### config.mk
export PLATFORM = sky130hd
export DESIGN_NAME = cte_regs
export DESIGN_NICKNAME = d
export VERILOG_FILES = /design/src/core/cte_pkg.sv /design/src/core/cte_regs.sv /design/src/core/cte_timer.sv
export SDC_FILE = /design/constraint.sdc
export NUM_CORES = 1
export LEC_CHECK = 0
export BUFFER_PORTS_ARGS = -buffer_cell sky130_fd_sc_hd__buf_2
export CAP_MARGIN = 5
export CORE_UTILIZATION = 60
export DETAILED_ROUTE_END_ITERATION = 6
export PLACE_DENSITY = 0.78
export SYNTH_ARGS = -nofsm -noshare
export SYNTH_HDL_FRONTEND = slang
export SYNTH_SLANG_ARGS = --single-unit
### constraint.sdc
create_clock -name CORE_CLK -period 6.5 [get_ports CORE_CLK]
set_clock_uncertainty 0.1 [all_clocks]
set_input_delay 0.325 -clock CORE_CLK [delete_from_list [all_inputs] [get_ports CORE_CLK]]
set_output_delay 0.325 -clock CORE_CLK [all_outputs]
set_load 0.1 [all_outputs]
### src/core/cte_pkg.sv
// Constants, field layouts and carriers for the charger timer/enable control registers.
// Assumes a register access port driven by the device's serial-interface decoder.
// Operation
// - Timer clear pulse clears both timers, status
// - Standby watchdog bit arms 42 s watchdog
// - OTG and charge watchdog bits arm watchdogs
// - Pre-charge 36 min timer runs unless disabled
// - Charge 240 min timer runs unless disabled
// - Trickle bit lets timers count in trickle
// - Auto off: no charging while disabled
// - Auto on, disabled: charge only dead battery
// - Auto on, enabled: charge regardless of voltage
// - Source select: pin or register command
// - Register command zero enables, resets to one
// - Pin polarity: zero active low, one high
package cte_pkg;

    // ********************************************************
    // Register map
    // ********************************************************
    localparam logic [7:0] ADDR_TIMER_CTRL = 8'h10;
    localparam logic [7:0] ADDR_ENABLE_CTRL = 8'h11;

    // Writable masks; reserved bits are zero in these
    localparam logic [7:0] TIMER_CTRL_MASK = 8'h7F;
    localparam logic [7:0] ENABLE_CTRL_MASK = 8'h1F;
    localparam logic [7:0] TIMER_CTRL_RESET = 8'h01;
    localparam logic [7:0] ENABLE_CTRL_RESET = 8'h1B;

    // Field positions, register 0x10
    localparam int unsigned BIT_CLEAR = 6;
    localparam int unsigned BIT_STB_WDT = 5;
    localparam int unsigned BIT_OTG_WDT = 4;
    localparam int unsigned BIT_CHG_WDT = 3;
    localparam int unsigned BIT_PRE_DIS = 2;
    localparam int unsigned BIT_CHG_DIS = 1;
    localparam int unsigned BIT_TRICKLE = 0;
    // Field positions, register 0x11
    localparam int unsigned BIT_MISS_DET = 4;
    localparam int unsigned BIT_AUTO = 3;
    localparam int unsigned BIT_SRC_SEL = 2;
    localparam int unsigned BIT_CMD = 1;
    localparam int unsigned BIT_POL = 0;

    // ********************************************************
    // Timing
    // ********************************************************
    localparam longint unsigned CLK_HZ = 50_000_000;
    localparam longint unsigned WDT_SEC = 42;
    localparam longint unsigned PRE_MIN = 36;
    localparam longint unsigned CHG_MIN = 240;
    localparam longint unsigned WDT_CYCLES = WDT_SEC * CLK_HZ;
    localparam longint unsigned PRE_CYCLES = PRE_MIN * 64'd60 * CLK_HZ;
    localparam longint unsigned CHG_CYCLES = CHG_MIN * 64'd60 * CLK_HZ;
    localparam int unsigned CNT_W = 40;

    // ********************************************************
    // Carriers
    // ********************************************************
    typedef struct packed {
        logic       wr;
        logic       rd;
        logic [7:0] addr;
        logic [7:0] wdata;
    } cte_req_s;

    typedef struct packed {
        logic trickle;      // Charger is in trickle phase
        logic precharge;    // Charger is in pre-charge phase
        logic fast;         // Charger is in fast-charge phase
        logic dead_batt;    // Battery below dead-battery threshold
        logic otg_mode;     // OTG output active
        logic input_power;  // Input supply present
    } cte_chg_s;

    typedef enum logic [1:0] {
        CTE_TMR_IDLE = 2'b00,
        CTE_TMR_RUN = 2'b01,
        CTE_TMR_HOLD = 2'b10,
        CTE_TMR_EXPIRED = 2'b11
    } cte_tmr_e;

endpackage

### src/core/cte_regs.sv
// Timer/watchdog and charge-enable control registers with their timers.
// Assumes the access port is already decoded from the serial bus, one cycle per access,
// and that the charger status inputs are synchronous to CORE_CLK except EN_PIN.
`timescale 1ns/1ps
`default_nettype none
module cte_regs #(
    parameter longint unsigned WDT_LIMIT = cte_pkg::WDT_CYCLES,
    parameter longint unsigned PRE_LIMIT = cte_pkg::PRE_CYCLES,
    parameter longint unsigned CHG_LIMIT = cte_pkg::CHG_CYCLES
) (
    input wire logic CORE_CLK,                // 50 MHz core clock
    input wire logic RESET_N,                 // Synchronous reset, active low
    input wire cte_pkg::cte_req_s REQ,        // Register access request
    output logic [7:0] RDATA,                 // Read data, valid cycle after rd
    output logic RVALID,                      // Read data strobe
    input wire cte_pkg::cte_chg_s CHG,        // Charger phase and battery state
    input wire logic EN_PIN,                  // Asynchronous enable pin
    output logic CHARGE_ON,                   // Charging allowed
    output logic MISSING_BATT_DET,            // Unconnected battery detection enable
    output logic PRE_TIMEOUT,                 // Pre-charge timer expired
    output logic CHG_TIMEOUT,                 // Charge timer expired
    output logic STB_WDT_TIMEOUT,             // Standby watchdog expired
    output logic OTG_WDT_TIMEOUT,             // OTG watchdog expired
    output logic CHG_WDT_TIMEOUT              // Charge watchdog expired
);
    import cte_pkg::*;

    // ********************************************************
    // Register state
    // ********************************************************
    logic [7:0] timer_ctrl, next_timer_ctrl;
    logic [7:0] enable_ctrl, next_enable_ctrl;
    logic [7:0] next_rdata;
    logic next_rvalid;
    logic clear_pulse, next_clear_pulse;
    logic wr_timer, wr_enable, wd_kick;

    assign wr_timer = REQ.wr && (REQ.addr == ADDR_TIMER_CTRL);
    assign wr_enable = REQ.wr && (REQ.addr == ADDR_ENABLE_CTRL);
    // Any register access by the host counts as servicing the watchdogs
    assign wd_kick = REQ.wr || REQ.rd;

    // Writes and reads; reserved bits masked off both ways
    always_comb begin
        next_timer_ctrl = timer_ctrl;
        next_enable_ctrl = enable_ctrl;
        next_clear_pulse = 1'b0;
        next_rdata = RDATA;
        next_rvalid = REQ.rd;
        if (wr_timer) begin
            next_timer_ctrl = REQ.wdata & TIMER_CTRL_MASK;
            next_clear_pulse = REQ.wdata[BIT_CLEAR];
        end
        // Pulse bit never stores, even in the cycle of the write that sets it
        next_timer_ctrl[BIT_CLEAR] = 1'b0;
        if (wr_enable) begin
            next_enable_ctrl = REQ.wdata & ENABLE_CTRL_MASK;
        end
        if (REQ.rd) begin
            case (REQ.addr)
                ADDR_TIMER_CTRL: next_rdata = timer_ctrl & TIMER_CTRL_MASK;
                ADDR_ENABLE_CTRL: next_rdata = enable_ctrl & ENABLE_CTRL_MASK;
                default: next_rdata = 8'h00;
            endcase
        end
    end

    always_ff @(posedge CORE_CLK) begin
        if (!RESET_N) begin
            timer_ctrl <= TIMER_CTRL_RESET;
            enable_ctrl <= ENABLE_CTRL_RESET;
            clear_pulse <= 1'b0;
            RDATA <= 8'h00;
            RVALID <= 1'b0;
        end else begin
            timer_ctrl <= next_timer_ctrl;
            enable_ctrl <= next_enable_ctrl;
            clear_pulse <= next_clear_pulse;
            RDATA <= next_rdata;
            RVALID <= next_rvalid;
        end
    end

    // ********************************************************
    // Enable pin synchroniser
    // ********************************************************
    logic [2:0] pin_sync, next_pin_sync;
    logic pin_level, next_pin_level;

    // Level changes only once the second and third stages agree
    always_comb begin
        next_pin_sync = {pin_sync[1:0], EN_PIN};
        next_pin_level = pin_level;
        if (pin_sync[1] == pin_sync[2]) begin
            next_pin_level = pin_sync[2];
        end
    end

    always_ff @(posedge CORE_CLK) begin
        if (!RESET_N) begin
            pin_sync <= 3'b000;
            pin_level <= 1'b0;
        end else begin
            pin_sync <= next_pin_sync;
            pin_level <= next_pin_level;
        end
    end

    // ********************************************************
    // Charge decision
    // ********************************************************
    logic pin_enable, chg_enabled, next_charge_on;

    always_comb begin
        // Polarity bit one reads the pin active high
        pin_enable = enable_ctrl[BIT_POL] ? pin_level : !pin_level;
        // Register command is active low
        chg_enabled = enable_ctrl[BIT_SRC_SEL] ? !enable_ctrl[BIT_CMD]
                                               : pin_enable;
        if (chg_enabled) begin
            next_charge_on = 1'b1;
        end else if (enable_ctrl[BIT_AUTO]) begin
            next_charge_on = CHG.dead_batt;
        end else begin
            next_charge_on = 1'b0;
        end
        // Auto off and enabled still charges: only the disabled case differs
    end

    always_ff @(posedge CORE_CLK) begin
        if (!RESET_N) begin
            CHARGE_ON <= 1'b0;
            MISSING_BATT_DET <= 1'b1;
        end else begin
            CHARGE_ON <= next_charge_on;
            MISSING_BATT_DET <= enable_ctrl[BIT_MISS_DET];
        end
    end

    // ********************************************************
    // Safety timers and watchdogs
    // ********************************************************
    logic pre_count, chg_count, trickle_ok;
    logic pre_exp, chg_exp, stb_exp, otg_exp, cwd_exp;

    // Trickle phase halts both safety timers unless the run bit is set
    assign trickle_ok = !CHG.trickle || timer_ctrl[BIT_TRICKLE];
    assign pre_count = (CHG.precharge || CHG.trickle) && trickle_ok;
    assign chg_count = (CHG.fast || CHG.precharge || CHG.trickle) && trickle_ok;

    cte_timer #(.LIMIT(PRE_LIMIT)) u_pre (
        .CORE_CLK(CORE_CLK),
        .RESET_N(RESET_N),
        .enable(!timer_ctrl[BIT_PRE_DIS]),
        .count(pre_count),
        .clear(clear_pulse),
        .expired(pre_exp)
    );
    cte_timer #(.LIMIT(CHG_LIMIT)) u_chg (
        .CORE_CLK(CORE_CLK),
        .RESET_N(RESET_N),
        .enable(!timer_ctrl[BIT_CHG_DIS]),
        .count(chg_count),
        .clear(clear_pulse),
        .expired(chg_exp)
    );
    // Watchdogs restart on every host access; standby runs whenever armed, whatever the input power
    cte_timer #(.LIMIT(WDT_LIMIT)) u_stb (
        .CORE_CLK(CORE_CLK),
        .RESET_N(RESET_N),
        .enable(timer_ctrl[BIT_STB_WDT]),
        .count(1'b1),
        .clear(wd_kick),
        .expired(stb_exp)
    );
    cte_timer #(.LIMIT(WDT_LIMIT)) u_otg (
        .CORE_CLK(CORE_CLK),
        .RESET_N(RESET_N),
        .enable(timer_ctrl[BIT_OTG_WDT]),
        .count(1'b1),
        .clear(wd_kick),
        .expired(otg_exp)
    );
    cte_timer #(.LIMIT(WDT_LIMIT)) u_cwd (
        .CORE_CLK(CORE_CLK),
        .RESET_N(RESET_N),
        .enable(timer_ctrl[BIT_CHG_WDT]),
        .count(1'b1),
        .clear(wd_kick),
        .expired(cwd_exp)
    );

    // Expiry flags registered once more so outputs come from flops
    always_ff @(posedge CORE_CLK) begin
        if (!RESET_N) begin
            PRE_TIMEOUT <= 1'b0;
            CHG_TIMEOUT <= 1'b0;
            STB_WDT_TIMEOUT <= 1'b0;
            OTG_WDT_TIMEOUT <= 1'b0;
            CHG_WDT_TIMEOUT <= 1'b0;
        end else begin
            PRE_TIMEOUT <= pre_exp;
            CHG_TIMEOUT <= chg_exp;
            STB_WDT_TIMEOUT <= stb_exp;
            OTG_WDT_TIMEOUT <= otg_exp;
            CHG_WDT_TIMEOUT <= cwd_exp;
        end
    end

    // ********************************************************
    // Checks
    // ********************************************************
    property p_clear;
        @(posedge CORE_CLK) disable iff (!RESET_N)
        wr_timer && REQ.wdata[BIT_CLEAR] |=> clear_pulse ##1 (!pre_exp && !chg_exp);
    endproperty
    a_clear: assert property (p_clear) else $error("clear did not drop timers");

    property p_self_clear;
        @(posedge CORE_CLK) disable iff (!RESET_N)
        wr_timer |=> !timer_ctrl[BIT_CLEAR];
    endproperty
    a_self_clear: assert property (p_self_clear) else $error("clear bit stuck");

    property p_reserved;
        @(posedge CORE_CLK) disable iff (!RESET_N)
        RVALID |-> (RDATA[7] == 1'b0);
    endproperty
    a_reserved: assert property (p_reserved) else $error("reserved bit read one");

    property p_stb_off;
        @(posedge CORE_CLK) disable iff (!RESET_N)
        !timer_ctrl[BIT_STB_WDT] |=> !stb_exp;
    endproperty
    a_stb_off: assert property (p_stb_off) else $error("standby watchdog unarmed");

    property p_wdt_off;
        @(posedge CORE_CLK) disable iff (!RESET_N)
        !timer_ctrl[BIT_OTG_WDT] && !timer_ctrl[BIT_CHG_WDT] |=> !otg_exp && !cwd_exp;
    endproperty
    a_wdt_off: assert property (p_wdt_off) else $error("watchdog expired unarmed");

    property p_pre_dis;
        @(posedge CORE_CLK) disable iff (!RESET_N)
        timer_ctrl[BIT_PRE_DIS] |=> !pre_exp ##1 !PRE_TIMEOUT;
    endproperty
    a_pre_dis: assert property (p_pre_dis) else $error("pre-charge timer disabled");

    property p_chg_dis;
        @(posedge CORE_CLK) disable iff (!RESET_N)
        timer_ctrl[BIT_CHG_DIS] |=> !chg_exp;
    endproperty
    a_chg_dis: assert property (p_chg_dis) else $error("charge timer disabled");

    property p_auto_off;
        @(posedge CORE_CLK) disable iff (!RESET_N)
        !enable_ctrl[BIT_AUTO] && !chg_enabled |=> !CHARGE_ON;
    endproperty
    a_auto_off: assert property (p_auto_off) else $error("charged while off");

    property p_cmd;
        @(posedge CORE_CLK) disable iff (!RESET_N)
        enable_ctrl[BIT_SRC_SEL] && !enable_ctrl[BIT_CMD] |=> CHARGE_ON;
    endproperty
    a_cmd: assert property (p_cmd) else $error("command enable ignored");
endmodule
`default_nettype wire

### src/core/cte_timer.sv
// One safety or watchdog timer with run, hold, clear and expiry.
// Assumes run and hold are registered levels on the same clock.
`timescale 1ns/1ps
`default_nettype none
module cte_timer #(
    parameter longint unsigned LIMIT = 64'd100
) (
    input wire logic CORE_CLK,        // Core clock
    input wire logic RESET_N,         // Synchronous reset
    input wire logic enable,          // Timer armed
    input wire logic count,           // Count this cycle
    input wire logic clear,           // Restart count, drop expiry
    output logic expired              // Sticky expiry
);
    import cte_pkg::*;

    logic [CNT_W-1:0] cnt, next_cnt;
    logic next_expired;
    localparam logic [CNT_W-1:0] LIM = LIMIT[CNT_W-1:0];

    // Disarm or clear restarts; expiry holds until cleared or disarmed
    always_comb begin
        next_cnt = cnt;
        next_expired = expired;
        if (clear || !enable) begin
            next_cnt = '0;
            next_expired = 1'b0;
        end else if (count && !expired) begin
            if (cnt >= LIM - 1'b1) begin
                next_expired = 1'b1;
            end else begin
                next_cnt = cnt + 1'b1;
            end
        end
    end

    always_ff @(posedge CORE_CLK) begin
        if (!RESET_N) begin
            cnt <= '0;
            expired <= 1'b0;
        end else begin
            cnt <= next_cnt;
            expired <= next_expired;
        end
    end

    property p_clear_drops;
        @(posedge CORE_CLK) disable iff (!RESET_N)
        clear |=> !expired;
    endproperty
    a_clear_drops: assert property (p_clear_drops) else $error("expiry survived a clear");
endmodule
`default_nettype wire

==> Word-level counts from Yosys, hierarchy flattened <==
Cells that the tools add are included.
{ "classes": {"addsub": 5, "muxes": 11, "order_cmp": 5, "n_bitwise": 9, "n_eq_ne": 3, "reduce_logical": 37} }
{ "op_table": {"columns": ["operator", "count"], "rows": [
  ["adder 40 x 1 -> 40 bit, second input constant", 5],
  [">= comparator 40 x 31 -> 1 bit, second input constant", 3],
  [">= comparator 40 x 37 -> 1 bit, second input constant", 1],
  [">= comparator 40 bit, second input constant", 1],
  ["equality test 8 x 5 -> 1 bit, second input constant", 2],
  ["AND reduction 2 bit", 8],
  ["one-hot mux 6 bit (2 select lines)", 1],
  ["logical OR 1 bit", 10],
  ["2-to-1 mux 1 bit", 10],
  ["OR reduction 2 bit", 5],
  ["NOT 1 bit", 9],
  ["logical NOT 1 bit", 8],
  ["logical AND 1 bit", 6],
  ["equality test 1 bit", 1]
]} }
{ "word_totals": {"output_inout_bits": 16, "input_bits": 27, "reg_bits": 237, "wordCells": 94} }

==> Longest topological paths before layout <==
Gate-level depths: netlist of the first run.
{ "logic_depth": {"word_depth": 5, "ltp_mapped": 9, "ltp_nobuf": 7} }

==> Modules after synthesis <==
A second synthesis of the first run with hierarchy kept.
{ "unflattened": {"hier_cells": 1307, "hier_area_um2": 11514.8} }
{ "by_module_without_submodules": {"columns": ["module", "cells_each", "seq_area_each_um2", "area_per_inst_um2", "instances"], "rows": [
  ["cte_timer at u_cwd ...", 223, 820.8, 2028.2, 3],
  ["cte_timer at u_pre", 267, 820.8, 2164.6, 1],
  ["cte_timer at u_chg", 245, 820.8, 2014.4, 1],
  ["cte_regs", 126, 600.6, 1251.2, 1]
]} }

==> Worst setup path after synthesis of the first run <==
OpenSTA, ideal clock, no wires.
{ "synth_timing": {"kind": "register -> register", "start": "reg u_stb.cnt[0]", "end": "reg u_stb.cnt[13]", "synth_period_minus_slack_ns": 2.373, "n_path_buf": 2, "stages_incl_launch_ff": 10, "setup_ns": 0.059, "required_time_ns": 6.341, "slack_ns": 4.127, "arrival_ns": 2.214, "cell_sequence": "dfxtp_1 > ha_1 > and3_1 > a2111oi_0 > o31a_1 > buf_2 > o2111ai_1 > buf_2 > or4_1 > nand2_1"} }
{ "synth_between": {"elab_chain_cells": 3, "word_cells_on_any_way": 4, "classes_between": "add/sub (1); order compare (1); bitwise (1); reduce/logical (1)"} }
{ "synth_lines": {"columns": ["element", "line_no", "source"], "rows": [
  ["start: declaration", "cte_timer.sv:17", "logic [CNT_W-1:0] cnt, next_cnt;"],
  ["start signal: assignment", "cte_timer.sv:42", "cnt <= next_cnt;"],
  [">= comparator 40 x 31 -> 1 bit", "cte_timer.sv:29", "if (cnt >= LIM - 1'b1) begin"],
  ["NOT 1 bit (no line)", null, null],
  ["AND reduction 2 bit (no line)", null, null]
]} }
Parallel ways exist; a longest one is shown, timed or not.
A chain may end at the register's enable or synchronous reset.

==> Final worst setup path of the first run <==
{ "layout_timing": {"start": "reg u_pre.cnt[0]", "end": "reg u_pre.cnt[0]"} }
{ "layout_between": {"elab_chain_cells": 3, "word_cells_on_any_way": 4, "classes_between": "add/sub (1); order compare (1); bitwise (1); reduce/logical (1)"} }
{ "layout_lines": {"columns": ["element", "line_no"], "rows": [
  ["start: declaration", "cte_timer.sv:17"],
  ["start signal: assignment", "cte_timer.sv:42"],
  [">= comparator 40 x 37 -> 1 bit", "cte_timer.sv:29"],
  ["NOT 1 bit (no line)", null],
  ["AND reduction 2 bit (no line)", null]
]} }
Parallel ways exist; a longest one is shown, timed or not.

==> results of run 1 <==
-- logic make-up after synthesis --
group | after synthesis | synth area share (%)
adders and majority gates | 5 | 0.575
xor gates and xnor gates | 77 | 6.19
DFF | 235 | 43.2
buffers and inverters | 86 | 3.37
muxes | 24 | 2.21
AOI/OAI and AO/OA | 213 | 12.3
and+or+nand+nor | 641 | 32.2
other | 1 | 0.0344
-- routing by layer --
metal	global-route usage (%)	part of all wire, %
met1	33.0	47
met2	40.2	46
met3	4.48	4.6
met4	6.73	1.9
met5	0	0
-- what timing repair did --
action,4_1_cts,5_1_grt
setup buffers,0,0
hold buffers,7,0
endpoints found under the hold margin,11,0
-- cell type report --
type,count,share of cell area (%)
Clock inverter,7,0.737
Antenna cell,1,0.0208
Tap cell,225,2.34
Multi-Input combinational cell,962,48.4
Clock buffer,39,6.31
Sequential cell,235,39.1
Inverter,25,0.779
Timing Repair Buffer,48,2.37
-- worst max-delay path, cell delays in order, from the launching register on --
cell     delay (ns)
dfxtp_1        0.36
ha_1           0.20
nand3_1        0.11
nor3_1         0.53
nand4_1        0.28
a41oi_4        1.05
o21ai_0        0.25
a21oi_1        0.18
-- cell usage after synthesis (4+ instances only) --
master and n:
a21o_1 6, a21oi_1 74, a31oi_1 8, a41o_1 5
and2_1 32, and3_1 61, and4_1 16, buf_2 14
clkbuf_1 39, dfxtp_1 235, ha_1 5, inv_1 25
mux2i_1 24, nand2_1 93, nand2b_1 7, nand3_1 70
nand4_1 65, nand4b_1 4, nor2_1 118, nor2b_1 7
nor3_1 33, nor3b_1 6, nor4_1 31, o2111ai_1 4
o211ai_1 11, o21a_1 7, o21ai_0 50, o21ai_1 9
o21bai_1 4, o22ai_1 5, o31ai_1 12, or2_2 4
or3_1 52, or4_1 22, xnor2_1 43, xor2_1 34
-- metrics by stage --
step	setup WS [ns]	util (%)	hold slack (ns)	cells
6_report	3.36	68.7	0.0447	1542
3_5_place_dp	3.42	63.4	0.324	1488
4_1_cts	3.37	68.7	0.0170	1541
3_3_place_gp	3.46	63.4	0.323	1488
2_1_floorplan	4.13	-	0.312	1283
5_1_grt	2.98	68.7	0.0601	1542
-- layout by cell type (no fill, tap or decap), types with 34 or more instances in the layout --
cell,count
o21ai_0,50
xor2_1,34
nand4_1,65
xnor2_1,43
nand3_1,70
or3_1,52
and3_1,61
nand2_1,93
nor2_1,118
buf_2,37
a21oi_1,74
dfxtp_1,235
-- power by group --
| group | switching (mW) | internal (mW) | leakage, nW |
|---|---|---|---|
| combinational | 0.0424 | 0.0186 | 1.85 |
| clock | 0.560 | 0.883 | 0.419 |
| sequential | 0.00387 | 1.45 | 1.89 |
| total | 0.606 | 2.35 | 4.16 |
-- worst paths after layout --
| path | end | slack [ns] | depth (start not counted) |
|---|---|---|---|
| setup / recovery | u_pre.cnt[0]$_SDFFE_PP0P_ | 3.36 | 7 |
| hold / removal | enable_ctrl[2]$_SDFFE_PN0P_ | 0.04 | 3 |
| setup reg to reg | u_pre.cnt[0]$_SDFFE_PP0P_ | 3.36 | 7 |
| hold reg to reg | pin_sync[1]$_SDFF_PN0_ | 0.33 | 1 |
-- sequential cells by signal, indices dropped and copies added, names as in the netlist, 3 cells and up --
signal / count
RDATA: 6
u_chg.cnt: 40
pin_sync: 3
u_cwd.cnt: 40
enable_ctrl: 5
u_otg.cnt: 40
u_stb.cnt: 40
u_pre.cnt: 40
timer_ctrl: 6
==> results.txt, run 1 <==
* Main flop type after synthesis: dfxtp_1
- The congestion estimate from routability-driven global placement came to 0.797.
- For this run, asynchronously set or reset flops after synthesis account for 0%.
- The count of nets left with antenna violations once routing finished came out at 0.
* Seq cells post-synth: 235
- At the worst endpoint, the required time is 6.85 ns.
* Unrepaired setup endpoints after global routing: no
* Mapped Cells: 1282
- Die footprint: ~0.019 mm2
- Number of placement rows: between 40 and 50
* Yosys warns: 0
* Overall track demand over capacity in global routing: about a quarter
- The share of synthesized area in the top cell type comes to 43.2%.
- TritonCTS built the clock tree.
- Standby leakage power: ~4.2 nW
- The tool flagged a number of max-cap violations equal to 0.
- The clock passes through at most 3 buffers.
* Power per standard cell area: 245 mW/mm2
- Of the synthesized area, sequential elements account for 43.2%.
- Launching element of the worst setup path: u_pre.cnt[0]$_SDFFE_PP0P_
- Peak clock frequency supported by timing: between 300 and 400 MHz
* TNS Setup: 0 ns
- Once the floorplan was initialized, standard cells occupied 62.1% of the core.
- Number of synthesized flops with an enable pin: 0
- Net count, final: between 1000 and 1500
- Finished layout cell area: 0.0120 mm2
* Number of distinct library cell variants in the gate-level netlist after synthesis: between 60 and 70
- The setup path with the least slack is of type register to register.
* Die width: ~140 um
* Avg Vias per Cell: around 6
- The first detailed-routing pass took 5 iterations.
- Final setup violation count: 0
- Sorting the synthesized cells by area gives the leading types as dfxtp_1, nor2_1, nand4_1, and3_1, xnor2_1.
* Global-route wire length before repair: 38300 um
- Worst-path maximum fanout: 53
- The run finished with clean final reports.
- The count of pins over their slew limit was 0.
- CTS Buf Count: 26
* Clock sink count: 235
* Transition time of the tightest slew-check pin: around 1.2 ns
- Area of the mapped netlist: between 0.01 and 0.015 mm2
- After clock tree synthesis, the clock-pin slew on the worst setup and hold paths is 0.06 ns.
- The initial antenna violation count was 1.
* Area after detailed placement: roughly 0.011 mm2
- For this block, the initial DRC count from the detailed router was between 600 and 700.
- Worst Hold Class: input pin to register
- Post-route fraction of the period consumed by the critical path: between 40% and 50%
- Compared with the post-synthesis result, the final layout area differs by 10.7%.
- STA classifies the critical path endpoint as a register.
- The smallest clock period supported by the final layout is computed as 3.14 ns.
- After legalization and detailed placement, the total HPWL measured about 15000 um.
- Clock latency on the worst-skew pair: about 0.52 ns
* Crit path launch type: register
- Across the whole layout, storage elements account for 0.00470 mm2.
* RR Startpoint: u_pre.cnt[0]$_SDFFE_PP0P_
- Yosys top cell by area: dfxtp_1
- Global routing finished with a remaining overflow of 0.
- In this run the vertical extent of the chip is about 140 um.
* Fraction of final layout cells sized beyond drive strength 1: around 7.4%
* Pin count of the biggest net entering global routing: 54
* Worst slew margin relative to its limit: 19.6%
- I/O Pins: 43
- Number of gates given a new drive strength after cts: 0
* Htree depth: 1
- Counting the fill cells in the layout gives 1431.
- Core ar.: 0.0175 mm2
* Total routed wirelength: around 23000 um
- In this run the most critical hold path is launched from REQ[2].
- STA puts the critical path data arrival time at around 3.5 ns.
- DRC Markers: 0
* Vias after detailed routing: around 9200
* Maximum vdd drop: 0.273 mV
- Synthesized area per cell: ~8.5 um2
- The number of global-route vias before repair is about 8300.
- The cell sitting at the root of the clock tree is a clkbuf_16.
- Number of port buffers: 37
* Hold violation total from the final report: 0
- After layout, the design draws a total of 2.95 mW.
* Multi-input logic area: about 0.006 mm2
- WL/cell: 14.7 um
No activity file was read; power rests on OpenSTA's default activity.
==> run 2: changes to the inputs <==
==> constraint.sdc (replaced) <==
create_clock -name CORE_CLK -period 3.08 [get_ports CORE_CLK]
set_clock_uncertainty 0.1 [all_clocks]
set_input_delay 0.154 -clock CORE_CLK [delete_from_list [all_inputs] [get_ports CORE_CLK]]
set_output_delay 0.154 -clock CORE_CLK [all_outputs]
set_load 0.1 [all_outputs]
==> run 2 against run 1 <==
Clock-buffer cell count is 9 lower. Core utilization is 1.7 points higher. Total power is 110% higher. Setup slack worse by 3.1 ns.
==> results.txt, run 2 (synthesis results as in run 1) <==
- With fillers left out, the area of the finished cells amounts to 0.0123 mm2.
- Worst path cell trace: ha_1 -> and3_1 -> a2111oi_0 -> o31a_1 -> o21ai_1 -> buf_4 -> or4_1 -> o21ai_0
* Leading cell types in the layout, fill and taps excluded: dfxtp_1, nor2_1, nand2_1
* Global-route wire length before repair: roughly 40000 um
- Unrepaired setup endpoints after global routing: no
* GRT overflow: 0
- The first detailed-routing pass ran for 7 iterations.
- Worst Setup Slack post-DPL: ~0.33 ns
* Die width: 137 um
* Clock tree from TritonCTS: yes
- The slowest stage of the critical path is the or4_1 cell.
- Internal power summed over all cells: 5.04 mW
- Data on the critical path arrives at its endpoint at about 3.1 ns.
- I/O Pins: 43
* Worst slew margin relative to its limit: around 45%
- Standby leakage power: about 4.3 nW
* Worst path max stage delay: about 0.46 ns
* Htree depth: 1
* Overall track demand over capacity in global routing: 25.4%
* Most common library cell in the layout ignoring fill and taps: dfxtp_1
- Clk root buf: clkbuf_16
- WL/cell: roughly 15 um
* Final setup violation count: 0
- Clock sink count: between 200 and 250
- At the later pin of the worst-skew pair, clock insertion delay measures a little over 0.5 ns.
* Post-route fraction of the period consumed by the critical path: 90.8%
- Port buffering added 37 buffers.
- Largest buffer count on any clock path: 3
- Tracing the worst setup path back leads to its startpoint at u_stb.cnt[0]$_SDFFE_PP0P_.
- Area growth syn-to-layout: 13.3%
* Worst Hold Class: input pin to register
- Initial core utilization: 62.1%
- The critical path in this run is classified as register to register.
- The worst register-to-register path begins at u_stb.cnt[0]$_SDFFE_PP0P_.
- In the routed layout, each cell is associated on average with a via count of around 6.
- WP data required: between 3 and 4 ns
* Number of placement rows: 48
- After layout, the minimum clock period comes to about 2.8 ns.
* Number of antenna violations at the first check in global routing: 1
- Detailed Place HPWL: ~15000 um
- Count of nets left with antenna violations after detail routing: 0
- Switching share of power: 20.7%
- At the pin with the least slew margin, the transition time is around 0.82 ns.
- Of the total power, the clock network draws roughly half.
* DRC Markers: 0
- Worst-path maximum fanout: 9
- Via count of the first global-routing pass: 8563
- For this block, the initial DRC count from the detailed router was around 700.
- The worst-case IR drop observed on VDD is 0.488 mV.
* Vias after detailed routing: between 9000 and 10000
* Weighted congestion at the end of routability-driven global placement: roughly 0.83
- Peak clock frequency supported by timing: approximately 360 MHz
- The floorplan step set the die height to around 140 um.
- Wires add up to 23400 um.
- Reported net switching power: around 1.3 mW
- Buffers inserted during clock tree synthesis total 24.
- Summing all placed instances gives a cell area of around 0.011 mm2.
- The run finished with clean final reports.
- The count of pins over their slew limit came to 0.
- The net count of the finished layout is between 1000 and 1500.
- Crit path launch type: register
* Category of the worst setup path capture point: register
* Die footprint: ~0.019 mm2
- Number of violations of the max-capacitance limit: 0
- Fraction of final layout cells sized beyond drive strength 1: a little under a tenth
- TNS Setup: 0 ns
- Dividing total power by cell area gives a power density of approximately 510 mW/mm2.
* Core ar.: approximately 0.018 mm2
- After layout, the worst setup slack is around 0.28 ns.
* Clock edge transition at the registers on the reported setup and hold paths: roughly 0.06 ns
- Hold violation total from the final report: 0
* Worst hold path startpoint: REQ[17]
- The number of setup buffers added after CTS is 0.
- Pin count of the biggest net entering global routing: 40
* Share of power burned in registers: roughly 48%
- In this run, the combinational gates consume 2.2% of the power.
-- run 2: final timing paths --
kind         cells after the start                    endpoint  slack (ns)
min reg2reg                      1      pin_sync[1]$_SDFF_PN0_        0.35
min                              5  timer_ctrl[0]$_SDFFE_PN1P_        0.08
max reg2reg                      8  u_stb.cnt[18]$_SDFFE_PP0P_        0.28
max                              8  u_stb.cnt[18]$_SDFFE_PP0P_        0.28
-- run 2: critical path: cells and delay by family, from the launching register on --
kind / cells / cell delay, ns
adders and majority gates: 1 / 0.22
and+or+nand+nor: 2 / 0.68
DFF: 1 / 0.33
AOI/OAI and AO/OA: 4 / 1.14
buffers and inverters: 1 / 0.25
-- run 2: repair_timing --
item / 4_1_cts / 5_1_grt
hold buffers: 16 / 0
hold endpoints to repair: 20 / 0
setup endpoints to repair: 0 / 1
gates resized for setup: 0 / 1
-- run 2: layer usage --
layer  share of wire [%]  routed length (um)  track usage, %
met5                   0                   0               0
met4                 1.5                 340            5.49
met3                 3.5                 818            3.67
met2                  47               10900            42.0
met1                  48               11300            35.1
-- run 2: area by class of cell --
| type | instances | area [um2] |
|---|---|---|
| Multi-Input combinational cell | 962 | 5840 |
| Fill cell | 1365 | 5200 |
| Sequential cell | 235 | 4700 |
| Clock buffer | 30 | 694 |
| Timing Repair Buffer | 79 | 541 |
| Tap cell | 225 | 282 |
| Clock inverter | 14 | 185 |
| Inverter | 25 | 93.8 |
| Antenna cell | 1 | 2.50 |
-- run 2: power groups by stage --
stage	Sequential (mW)	Combinational, mW	Clock (mW)
2_1_floorplan	3.13	0.0757	0
3_3_place_gp	3.12	0.121	0
3_5_place_dp	3.13	0.122	0
4_1_cts	3.06	0.138	3.21
5_1_grt	3.06	0.150	3.33
6_report	3.06	0.139	3.15
-- run 2: through the flow --
stage	util (%)	std cells	total power, mW	hold WS [ns]
6_report	70.4	1571	6.35	0.0762
5_1_grt	70.4	1571	6.54	0.138
4_1_cts	70.3	1570	6.40	0.0532
3_5_place_dp	64.4	1510	3.25	0.286
3_3_place_gp	64.4	1510	3.25	0.283
2_1_floorplan	-	1283	3.21	0.179
